**config.mk**
```make
export PLATFORM = sky130hd
export DESIGN_NAME = round_robin_read_scheduler
export DESIGN_NICKNAME = d
export VERILOG_FILES = /design/src/hdl/almost_full_store.v /design/src/hdl/channel_pointer.v /design/src/hdl/round_robin_read_scheduler.v
export VERILOG_INCLUDE_DIRS = /design/src /design/src/hdl
export SDC_FILE = /design/constraint.sdc
export NUM_CORES = 1
export LEC_CHECK = 0
export BUFFER_PORTS_ARGS = -buffer_cell sky130_fd_sc_hd__buf_2
export CORE_MARGIN = 10
export CORE_UTILIZATION = 45
export DETAILED_ROUTE_END_ITERATION = 16
export PLACE_DENSITY = 0.78
export SLEW_MARGIN = 20
export SYNTH_ARGS = -nofsm -noshare
export SYNTH_HDL_FRONTEND = slang
export SYNTH_SLANG_ARGS = --single-unit
```
**constraint.sdc**
```tcl
create_clock -name sys_clk -period 2.2 [get_ports sys_clk]
set_input_delay 0.22 -clock sys_clk [delete_from_list [all_inputs] [get_ports sys_clk]]
set_output_delay 0.22 -clock sys_clk [all_outputs]
set_load 0.05 [all_outputs]
```
**src/hdl/rr_sched_map.vh**
```
// constants shared by the round-robin read scheduler files
`ifndef RR_SCHED_MAP_VH
`define RR_SCHED_MAP_VH

// channel number carried with each status beat
`define RRS_CHAN_W        5
// most channels that the status channel number can name
`define RRS_MAX_CHANNELS  32
// least channel count supported
`define RRS_MIN_CHANNELS  2
// beats asked for by every request
`define RRS_BEATS_PER_REQ 1
// request address is channel times four
`define RRS_ADDR_SHIFT    2
// default width of the request write data
`define RRS_WDATA_W       32

`endif

```
**src/hdl/almost_full_store.v**
```verilog
// per-channel store of the latest almost-full indication
`timescale 1ns/1ps
`default_nettype none
`include "rr_sched_map.vh"

module almost_full_store #(
	parameter NUM_CHANNELS = `RRS_MAX_CHANNELS,
	parameter CHAN_W       = `RRS_CHAN_W
) (
	input  wire                    sys_clk,
	input  wire                    rst_n,
	input  wire                    upd_valid,
	input  wire [CHAN_W-1:0]       upd_channel,
	input  wire                    upd_full,
	output wire [NUM_CHANNELS-1:0] full_flags
);

	reg [NUM_CHANNELS-1:0] flags_r;
	reg [NUM_CHANNELS-1:0] flags_nxt;
	integer                i;

	always @* begin
		flags_nxt = flags_r;
		// beats naming a channel at or above the configured count are dropped
		for (i = 0; i < NUM_CHANNELS; i = i + 1) begin
			if (upd_valid && (upd_channel == i[CHAN_W-1:0])) begin
				flags_nxt[i] = upd_full;
			end
		end
	end

	always @(posedge sys_clk or negedge rst_n) begin
		if (!rst_n) begin
			flags_r <= {NUM_CHANNELS{1'b0}};
		end else begin
			flags_r <= flags_nxt;
		end
	end

	assign full_flags = flags_r;

endmodule // almost_full_store

`default_nettype wire

```
**src/hdl/channel_pointer.v**
```verilog
// wrapping round-robin channel pointer
`timescale 1ns/1ps
`default_nettype none
`include "rr_sched_map.vh"

module channel_pointer #(
	parameter NUM_CHANNELS = `RRS_MAX_CHANNELS,
	parameter PTR_W        = 5
) (
	input  wire             sys_clk,
	input  wire             rst_n,
	input  wire             advance,
	output wire [PTR_W-1:0] ptr
);

	localparam integer     LAST_INT = NUM_CHANNELS - 1;
	localparam [PTR_W-1:0] LAST_CH  = LAST_INT[PTR_W-1:0];

	reg [PTR_W-1:0] ptr_r;
	reg [PTR_W-1:0] ptr_nxt;

	always @* begin
		ptr_nxt = ptr_r;
		if (advance) begin
			if (ptr_r == LAST_CH) begin
				ptr_nxt = {PTR_W{1'b0}};
			end else begin
				ptr_nxt = ptr_r + 1'b1;
			end
		end
	end

	always @(posedge sys_clk or negedge rst_n) begin
		if (!rst_n) begin
			ptr_r <= {PTR_W{1'b0}};
		end else begin
			ptr_r <= ptr_nxt;
		end
	end

	assign ptr = ptr_r;

endmodule // channel_pointer

`default_nettype wire

```
**src/hdl/round_robin_read_scheduler.v**
```verilog
// round-robin read scheduler for a channel-segmented buffer
`timescale 1ns/1ps
`default_nettype none
`include "rr_sched_map.vh"

module round_robin_read_scheduler #(
	parameter NUM_CHANNELS    = `RRS_MAX_CHANNELS,
	parameter USE_ALMOST_FULL = 1,
	parameter WDATA_W         = `RRS_WDATA_W,
	parameter ADDR_W          = clog2(NUM_CHANNELS) + `RRS_ADDR_SHIFT
) (
	input  wire                   sys_clk,
	input  wire                   rst_n,
	output wire [ADDR_W-1:0]      request_address,
	output wire                   request_write,
	output wire [WDATA_W-1:0]     request_writedata,
	input  wire                   request_waitrequest,
	input  wire                   almost_full_valid,
	input  wire [`RRS_CHAN_W-1:0] almost_full_channel,
	input  wire                   almost_full_data
);

	function integer clog2;
		input integer value;
		integer       v;
		begin
			v = value - 1;
			clog2 = 0;
			while (v > 0) begin
				clog2 = clog2 + 1;
				v = v >> 1;
			end
		end
	endfunction

	localparam PTR_W = clog2(NUM_CHANNELS);

	localparam [WDATA_W-1:0] BEATS = `RRS_BEATS_PER_REQ;

	wire [PTR_W-1:0]        ptr;
	wire [NUM_CHANNELS-1:0] full_flags;
	wire                    stall;
	wire                    cur_full;
	wire                    bypass_hit;

	reg [ADDR_W-1:0] addr_r;
	reg [ADDR_W-1:0] addr_nxt;
	reg              write_r;
	reg              write_nxt;

	// a write held by waitrequest must stay on the bus unchanged
	assign stall = request_waitrequest;

	almost_full_store #(
		.NUM_CHANNELS (NUM_CHANNELS),
		.CHAN_W       (`RRS_CHAN_W)
	) u_store (
		.sys_clk     (sys_clk),
		.rst_n       (rst_n),
		.upd_valid   (almost_full_valid && (USE_ALMOST_FULL != 0)),
		.upd_channel (almost_full_channel),
		.upd_full    (almost_full_data),
		.full_flags  (full_flags)
	);

	channel_pointer #(
		.NUM_CHANNELS (NUM_CHANNELS),
		.PTR_W        (PTR_W)
	) u_ptr (
		.sys_clk (sys_clk),
		.rst_n   (rst_n),
		.advance (!stall),
		.ptr     (ptr)
	);

	// a beat for the channel being scheduled right now overrides the stored
	// flag, so a fresh almost-full is honoured without a cycle of lag
	assign bypass_hit = almost_full_valid &&
	                    (almost_full_channel == {{(`RRS_CHAN_W-PTR_W){1'b0}}, ptr});
	assign cur_full   = (USE_ALMOST_FULL == 0) ? 1'b0 :
	                    (bypass_hit ? almost_full_data : full_flags[ptr]);

	always @* begin
		addr_nxt  = addr_r;
		write_nxt = write_r;
		if (!stall) begin
			addr_nxt  = {ptr, {`RRS_ADDR_SHIFT{1'b0}}};
			write_nxt = !cur_full;
		end
	end

	always @(posedge sys_clk or negedge rst_n) begin
		if (!rst_n) begin
			addr_r  <= {ADDR_W{1'b0}};
			write_r <= 1'b0;
		end else begin
			addr_r  <= addr_nxt;
			write_r <= write_nxt;
		end
	end

	assign request_address   = addr_r;
	assign request_write     = write_r;
	assign request_writedata = BEATS;

endmodule // round_robin_read_scheduler

`default_nettype wire

```
Word-level counts from Yosys, hierarchy flattened
Index checks and enable logic that the tools add are counted.

cells by class
  add/subtract/negate cells = 1
  magnitude comparators = 1
  equal/unequal tests = 33
  mux-type cells = 4
  reductions and logical operators = 35

operator list
  operator             count
  $eq 5x5->1 const B   17
  $eq 5x4->1 const B   8
  $logic_and 1x1->1    33
  $eq 5x3->1 const B   4
  $eq 5x2->1 const B   2
  $lt 5x6->1 const B   1
  $add 5x1->5 const B  1
  $bmux 1 s5           1
  $eq 5x1->1 const B   1
  $eq 5x5->1           1
  $logic_not 5->1      1
  $mux 5               1
  $mux 1               2
  $logic_not 1->1      1

storage, ports and cells
  bits in registers = 43
  output and inout port bits = 40
  logic and storage cells = 109

Depth between registers and ports, before layout
Gate-level depths: netlist (run 1).

  word-level depth = 4
  mapped depth = 6
  mapped depth without buffers = 6

Hierarchy
A second synthesis (run 1) with hierarchy kept.

second synthesis, totals
  cells, all modules = 228
  area, all modules = 2,593.7 sq um

modules (own cells, without submodules)
  module                      instances  cells each  area each (sq um)
  almost_full_store           1          119         1,483.9
  round_robin_read_scheduler  1          89          862.1
  channel_pointer             1          20          247.7

Worst setup path after synthesis (run 1)
Ideal clock, no wire load.

  kind = register to register
  start point = reg u_ptr.ptr_r[0], in the netlist u_ptr.ptr[0]
  end point = reg write_r, in the netlist request_write
  setup time = 0.080 ns
  data arrival time = 1.874 ns
  data required time = 2.120 ns
  setup slack = 0.246 ns
  cell stages (with the launch flop) = 6
  buffers on the path = 1
  clock period less this slack = 1.954 ns
  cells stage by stage = dfrtp_1 > buf_6 > mux4_1 > mux4_2 > a211o_1 > o211ai_2

between the ends
  word-level cells in the longest chain between the ends = 4
  elaborated cells on any way between the ends = 6
  those cells by class = eq/ne (1); mux (3); reduce/logical (2)

RTL lines
  element                                                            RTL line                                                          source
  start, declared                                                    channel_pointer.v:19                                              reg [PTR_W-1:0] ptr_r;
  start signal, assigned                                             channel_pointer.v:35                                              ptr_r <= {PTR_W{1'b0}};
  start signal, assigned                                             channel_pointer.v:37                                              ptr_r <= ptr_nxt;
  $bmux 1 s5 or $eq 5x5->1 (tied branches)                           round_robin_read_scheduler.v:81, round_robin_read_scheduler.v:79
  $mux 1 (not written as such) or $logic_and 1x1->1 (tied branches)  round_robin_read_scheduler.v:81, round_robin_read_scheduler.v:78
  $mux 1 *                                                           round_robin_read_scheduler.v:81                                   (bypass_hit ? almost_full_data : full_flags[ptr]);
  $logic_not 1->1 *                                                  round_robin_read_scheduler.v:88                                   write_nxt = !cur_full;
  end signal, assigned                                               round_robin_read_scheduler.v:98                                   write_r <= write_nxt;
  end, declared                                                      round_robin_read_scheduler.v:48                                   reg write_r;

Mark *: on every way between the ends. The rest lies on a longest branch, timed or not. The select of a mux whose other input is x is not followed.
A chain may end at the register's enable or synchronous reset.

Worst setup path in the final report (run 1)
Ends and elaborated chain as after synthesis.

==> results of run 1 <==
## power by group
group	switching, W	total (W)	internal [W]
clock	0.000254	0.000587	0.000333
sequential	0.000173	0.00116	0.000991
combinational	0.000571	0.000968	0.000397
total	0.000998	0.00272	0.00172
## repair_timing
| action | CTS | global route |
|---|---|---|
| hold buffers | 1 | 0 |
| endpoints found under the setup margin | 0 | 0 |
| endpoints found under the hold margin | 19 | 0 |
## path summary, 6_finish.rpt
path,startpoint,to,slack (ns),cells after the start
hold reg to reg,request_address[6],request_address[6],0.48,2
max in group asynchronous,rst_n,u_store.full_flags[17],1.13,3
hold / removal,request_waitrequest,request_address[6],0.29,3
setup reg to reg,u_ptr.ptr[0],request_write,0.26,4
setup / recovery,u_ptr.ptr[0],request_write,0.26,4
min in group asynchronous,rst_n,request_address[5],0.41,2
## kinds of logic (layout without fill, tap and decap cells)
logic type / after synthesis / count (layout) / share of synthesized area, %
xor gates and xnor gates: 5 / 5 / 1.724
other: 2 / 34 / 0.2957
and+or+nand+nor: 63 / 63 / 12.02
muxes: 49 / 49 / 26.85
buffers and inverters: 47 / 26 / 13.15
DFF: 43 / 43 / 42.36
AOI/OAI and AO/OA: 9 / 9 / 2.611
adders and majority gates: 2 / 2 / 0.9851
## sequential cells by signal, summed over array words and instances, names as in the netlist
register / flops
request_address: 5
u_ptr.ptr: 5
u_store.full_flags: 32
request_write: 1
## layout by cell type (no fill, tap or decap), types with 4 or more instances in the layout
cell type  instances
nor2_1            16
buf_2             15
conb_1            34
nand2b_1           4
clkbuf_8           5
mux2_2            39
dfrtp_1           43
mux4_1             8
nor3_1             7
xor2_1             4
nand3_1            6
nand2_1           18
## layout make-up
class	instances	area (um2)	area share, %
Clock buffer	6	72.57	2.763
Clock inverter	1	30.03	1.143
Multi-Input combinational cell	162	1250	47.59
Tap cell	72	90.09	3.430
Sequential cell	43	1076	40.97
Timing Repair Buffer	19	107.6	4.097
## metrics by stage
step	power, W	hold WS [ns]	util, %	area, um2	instances
2_1_floorplan	0.001996	-0.07559	-	2660	252
3_3_place_gp	0.002107	0.1970	45.65	2514	295
3_5_place_dp	0.002150	0.2015	45.65	2514	295
4_1_cts	0.002741	0.2910	47.69	2626	303
5_1_grt	0.002884	0.3248	47.69	2626	303
6_report	0.002719	0.2947	47.69	2626	303
## worst max-delay path: cells and delay by family, from the launching register on
kind           cells  cell delay, ns
AO/OA/AOI/OAI      2            0.35
multiplexers       2            1.07
flip-flops         1            0.46
## metal layers
| layer | track usage (%) | routed length [um] |
|---|---|---|
| met5 | 0 | 0 |
| met4 | 4.613 | 93 |
| met3 | 3.692 | 618 |
| met2 | 17.50 | 2143 |
| met1 | 14.12 | 2101 |
==> results.txt, run 1 <==
The number of antenna diodes in the final layout is 0. At the end of routability-driven placement, the weighted congestion stood at 0.8110. The total clock sinks is 43.

The run gives 0 as the max-capacitance violation count. The largest driver fanout on the critical path works out to 5. In this run, synthesis inferred 0 flip-flops with an integrated enable. Global routing used 11.26% of the available tracks.

The worst setup path is captured at a flip-flop. Synthesis inferred 43 register bits. The run gives 509 as the number of filler cells placed in the layout. The tools report the floorplan core area as 0.005507 mm2.

In this run the tightest slew margin relative to its limit is 65.33%. The area growth from synthesis to layout is 3.399%. For the cell count after synthesis, the log shows 220. The die covers 0.009050 mm2. The flow ran to the end, and the final reports show no timing, DRC or antenna violations. The detailed router placed 1569 vias in this run.

The critical path required time is 2.42 ns. Entering global routing, the biggest net connects 34 pins. The smallest clock period supported by the final layout is computed as 1.938 ns.

The logs give 0 for the total count of hold-check failures in the final report and 46.13% for the initial core utilization. The run gives 0 as the number of pins with negative max-slew slack in the final report. The critical path is of the flip-flop to flip-flop type. The synthesized area divided by synthesized cell count is 11.55 um2, and the final setup TNS is 0 ns.

The number of buffers on the longest clock path is 2. The primary flip-flop cell chosen by synthesis mapping is dfrtp_1. Gates resized during post-CTS repair numbered 0. Setup violations remaining at the end of the flow were counted as 0. Setup repair after global routing left no endpoint under its margin.

Timing analysis after detailed placement gives a worst setup slack of 0.2561 ns. For the pin with the worst max-slew slack, the measured transition is 0.5153 ns. Pin placement for this block handled 50 I/O pins.

Summing every instance area after synthesis gives 0.002540 mm2. CTS built an H-tree with a depth of 2. By count the netlist is led by dfrtp_1, mux2_2, buf_4. Die width: 95.13 um. The count of unique library cells instantiated by Yosys came out at 31.

TritonCTS built the clock tree. The synthesized design spends more area on one cell type than any other, namely dfrtp_1. The library cell contributing the largest single delay on the critical path is mux4_1. The leakage dissipation came out at 1.197 nW. In this run the power density over the cells is 1035 mW/mm2. Sequential element share of the synthesized area: 42.36%.

For the final database, setup skew stands at 0.006479 ns. Global routing finished with a remaining overflow of 0. In this run the tool buffered the top-level ports with 15 buffer cells. The signal on the critical path passes through mux4_1 > mux4_2 > a211o_1 > o211ai_2.

The first global-routing pass estimated 8093 um of wire. By area the synthesized netlist is led by dfrtp_1, mux2_2, buf_4. The arrival time at the worst endpoint is 2.16 ns, and the DRC marker count from the first detailed-route iteration is 80.

The cell at the root of the clock tree is clkbuf_8. In this run the worst hold path is classified as input port to flip-flop. The logs give 516.0 MHz for the top achievable clock speed and 0 for the count of unresolved DRC violations after routing. In this run the post-CTS setup repair buffer count came out at 0. The number of global-route vias before repair was 1553; the height of the die was 95.13 um. The antenna violation net count after detailed routing is 0, and the clock latency on the worst-skew pair is 0.29 ns.

Among all cell types in the netlist, the one instantiated most often is dfrtp_1. The number of buffers created by CTS is 5. The worst setup path is launched from a flip-flop.

The final routed wire length divided by cell count is 16.36 um, and the longest individual stage delay on the worst path is 0.59 ns. The first detailed-routing pass ran for 4 iterations. The number of antenna violations at the first check in global routing was 0; the share of the clock period used by the worst path after layout was 88.10%. In the final design database the tool counted 243 nets. The clock-pin slew reported for the worst setup and hold paths after clock tree synthesis was 0.08 ns.

Share of async-settable or async-resettable flops after synthesis: 100.0%. In the routed layout, each cell is associated on average with a via count of 5.178. For this run, the number of Yosys warnings is 0. The post-route netlist has 28.57% of its cells at a drive strength greater than 1. After legalization and detailed placement, the total HPWL measured 3683 um. Summed over its instances, the top area cell type makes up 42.36% of the synthesized netlist area.

VDD sags by at most 463.7 uV. The run gives 27 as the placement row count. The worst path meets setup with 0.2619 ns of slack. Summed over all layers, the routed wires come to 4958 um.
No activity file was read; power rests on OpenSTA's default activity.
==> run 2, diff against run 1 <==
--- a/config.mk
+++ b/config.mk
@@ -7,7 +7,6 @@
 export NUM_CORES = 1
 export LEC_CHECK = 0
 export BUFFER_PORTS_ARGS = -buffer_cell sky130_fd_sc_hd__buf_2
-export CORE_MARGIN = 10
 export CORE_UTILIZATION = 45
 export DETAILED_ROUTE_END_ITERATION = 16
 export PLACE_DENSITY = 0.78
==> constraint.sdc (replaced) <==
create_clock -name sys_clk -period 2.1 [get_ports sys_clk]
set_input_delay 0.21 -clock sys_clk [delete_from_list [all_inputs] [get_ports sys_clk]]
set_output_delay 0.21 -clock sys_clk [all_outputs]
set_load 0.05 [all_outputs]
==> run 2 against run 1 <==
Effect of this change:
- flip-flop and latch count is the same
- worst hold slack got worse by 0.011 ns
- critical path type unchanged
- highest routed layer unchanged
- non-clock buffer count up 1
- global-route usage is 6.0 points higher
- combinational power grew 4%
- core utilization increased by 2.5 points
- clock power up 14%
- first-iteration DRC count is 2.5% lower
- power increased by 7.0%
- largest power group unchanged
- via count increased by 3.7%
==> results.txt, run 2 (synthesis results as in run 1) <==
The count of unresolved DRC violations after routing is 0. The tools report the number of buffers on the longest clock path as 2. After clock tree synthesis, the clock-pin slew on the worst setup and hold paths is 0.08 ns. The max-capacitance violation count is 0, and the final setup TNS is 0 ns. Using the TritonRoute via totals, the vias-per-cell ratio works out to 5.370. The power density relative to cell area was 1099 mW/mm2. The time the final worst path needs with I/O delays and setup is 1.944 ns. The global-route wire length before repair is 7810 um, and the arrival time at the worst endpoint is 2.17 ns.

The logs give 0.001250 mm2 for the area of the multi-input gates and 1627 for the routed via count. The total count of hold-check failures in the final report was 0; the global-route usage over all layers was 17.25%. The net count of the finished layout is 244.

The number of antenna violations at the first check in global routing is 0, and the total setup buffers inserted after CTS is 0. In this run the tool buffered the top-level ports with 15 buffer cells. The total clock sinks is 43, and the number of buffer and inverter instances along the worst setup path is 0. Signed area change from the synthesized netlist to the final layout: 4.187%.

Once detail routing completed, the nets flagged for antenna violations numbered 0. The tools report the placed instance area as 0.002519 mm2. The tools report the DRC marker count from the first detailed-route iteration as 78. The worst hold path terminates at request_address[6]. The number of cells traversed by the worst hold path is 3. Across all register-to-register paths, the minimum setup slack is 0.16 ns. Clock skew on the completed layout was measured at 0.008512 ns. The final routed wirelength across all metal layers is 4604 um, and the cell depth of the worst flop-to-flop path is 4. For the pre-CTS setup slack, the log shows 0.1567 ns. The final critical path takes up 92.55% of the cycle. After legalization and detailed placement, the total HPWL measured 3307 um. Static timing analysis puts the maximum clock frequency at 514.5 MHz. The run finished with clean final reports.

The library cell contributing the largest single delay on the critical path was mux4_1. The tools report the critical path required time as 2.33 ns. For this configuration, the core starts out at a cell density of 48.20%. The clock latency on the worst-skew pair was 0.30 ns. The count of endpoints failing setup in the final report was 0. Once layout is done, the placed cells without fillers occupy 0.002646 mm2.

The number of global-route vias before repair is 1557, and the height of the die is 77.13 um. The logs give 594.7 uV for the worst-case vdd ir drop and 0.1564 ns for the setup slack of the critical path after layout. In this run the tightest slew margin relative to its limit is 65.60%. STA classifies the critical path startpoint as a flip-flop.

Setup repair after global routing left no endpoint under its margin. TritonCTS built the clock tree. The die area is 0.005949 mm2.

The die is 77.13 um wide. 0 antenna diodes ended up in the layout. The longest individual stage delay on the worst path is 0.59 ns, and the floorplan core area is 0.005270 mm2. The placement row count is 26, and the number of primary I/O pins is 50. TritonCTS created 5 clock buffers. Number of filler cells placed in the layout: 454. Critical path capture point type: a flip-flop. Once the clock tree was built, the resizer swapped 0 gates to a different size. At the pin with the least slew margin, the transition time is 0.5160 ns.

Cell at the root of the clock tree: clkbuf_8. The final hold slack was 0.2835 ns; the pin count of the biggest net entering global routing was 34. Dividing the detail-routed wire length by the instance count gives 15.19 um.

The post-route netlist has 29.61% of its cells at a drive strength greater than 1. The type of the setup path with the least slack is flip-flop to flip-flop. The tools report the weighted congestion at the end of routability-driven global placement as 0.7851. The largest delay contributor family on the critical path is multiplexers. The critical path goes through mux4_1 > mux4_2 > a211o_1 > o211ai_2. In this run the critical register-to-register path is captured at request_write. The overflow left after global routing was 0. The register with the most flip-flops in the layout has 32 of them. In this run the worst path has a maximum fanout of 5. The logs give 1 for the hold buffer count at cts and 1.212 nW for the leakage dissipation. The tools report the startpoint of the worst-slack reg-to-reg timing path as u_ptr.ptr[0]. Leaving out fill and tap cells, the most frequent cells in the layout are dfrtp_1, mux2_2, conb_1. Leaving out fill and tap cells, the most frequent cell in the layout is dfrtp_1. In the final layout, flip-flops and latches occupy 0.001076 mm2. The min-delay analysis places its worst path in the category input port to flip-flop.

The worst hold path startpoint is request_waitrequest. For this run, the detailed router's first-pass iteration total came to 4. For the number of pins with negative max-slew slack in the final report, the log shows 0.

Maximum level of the CTS H-tree: 2.
[run 2: cell types whose count changed in the layout (fill, tap and decap cells not counted), sizes merged]
cell and delta:
buf +1, clkinv +1
[run 2: through the flow]
stage	cells	total power, W	utilization, %
after floorplan	252	0.002091	-
after global placement	294	0.002203	47.79
after detailed placement	294	0.002251	47.79
after CTS	303	0.002928	50.21
after global routing	303	0.003068	50.21
final	303	0.002908	50.21
[run 2: layout make-up]
| class | instances | area share (%) |
|---|---|---|
| well taps | 70 | 3.310 |
| clock buffers | 6 | 3.121 |
| multi-input cells | 162 | 47.23 |
| repair buffers | 20 | 4.350 |
| clock inverters | 2 | 1.324 |
| flip-flops and latches | 43 | 40.66 |
[run 2: worst max path at each step]
stage	slack, ns	cells after the start	startpoint	to
after floorplan	0.15	5	u_ptr.ptr[0]	request_write
after global placement	0.23	4	u_ptr.ptr[0]	request_write
after detailed placement	0.16	4	u_ptr.ptr[0]	request_write
after CTS	0.14	4	u_ptr.ptr[0]	request_write
after global routing	0.11	4	u_ptr.ptr[0]	request_write
final	0.16	4	u_ptr.ptr[0]	request_write
[run 2: layer usage]
layer  wire (um)  track usage (%)  vias up
met2        2190            27.08       71
met5           0                0        -
met3         239            4.524        8
li1            -                -      731
met4          88            7.170        0
met1        2085            22.48      817
[run 2: power by group]
part,switching [W],internal (W),total [W]
combinational,0.000595,0.000417,0.00101
sequential,0.000189,0.00104,0.00123
clock,0.000284,0.000385,0.000669
[run 2: worst reg2reg max path, stage by stage, from the launching register on]
cell,delay [ns]
dfrtp_1,0.45
mux4_1,0.59
mux4_2,0.48
a211o_1,0.29
o211ai_2,0.06
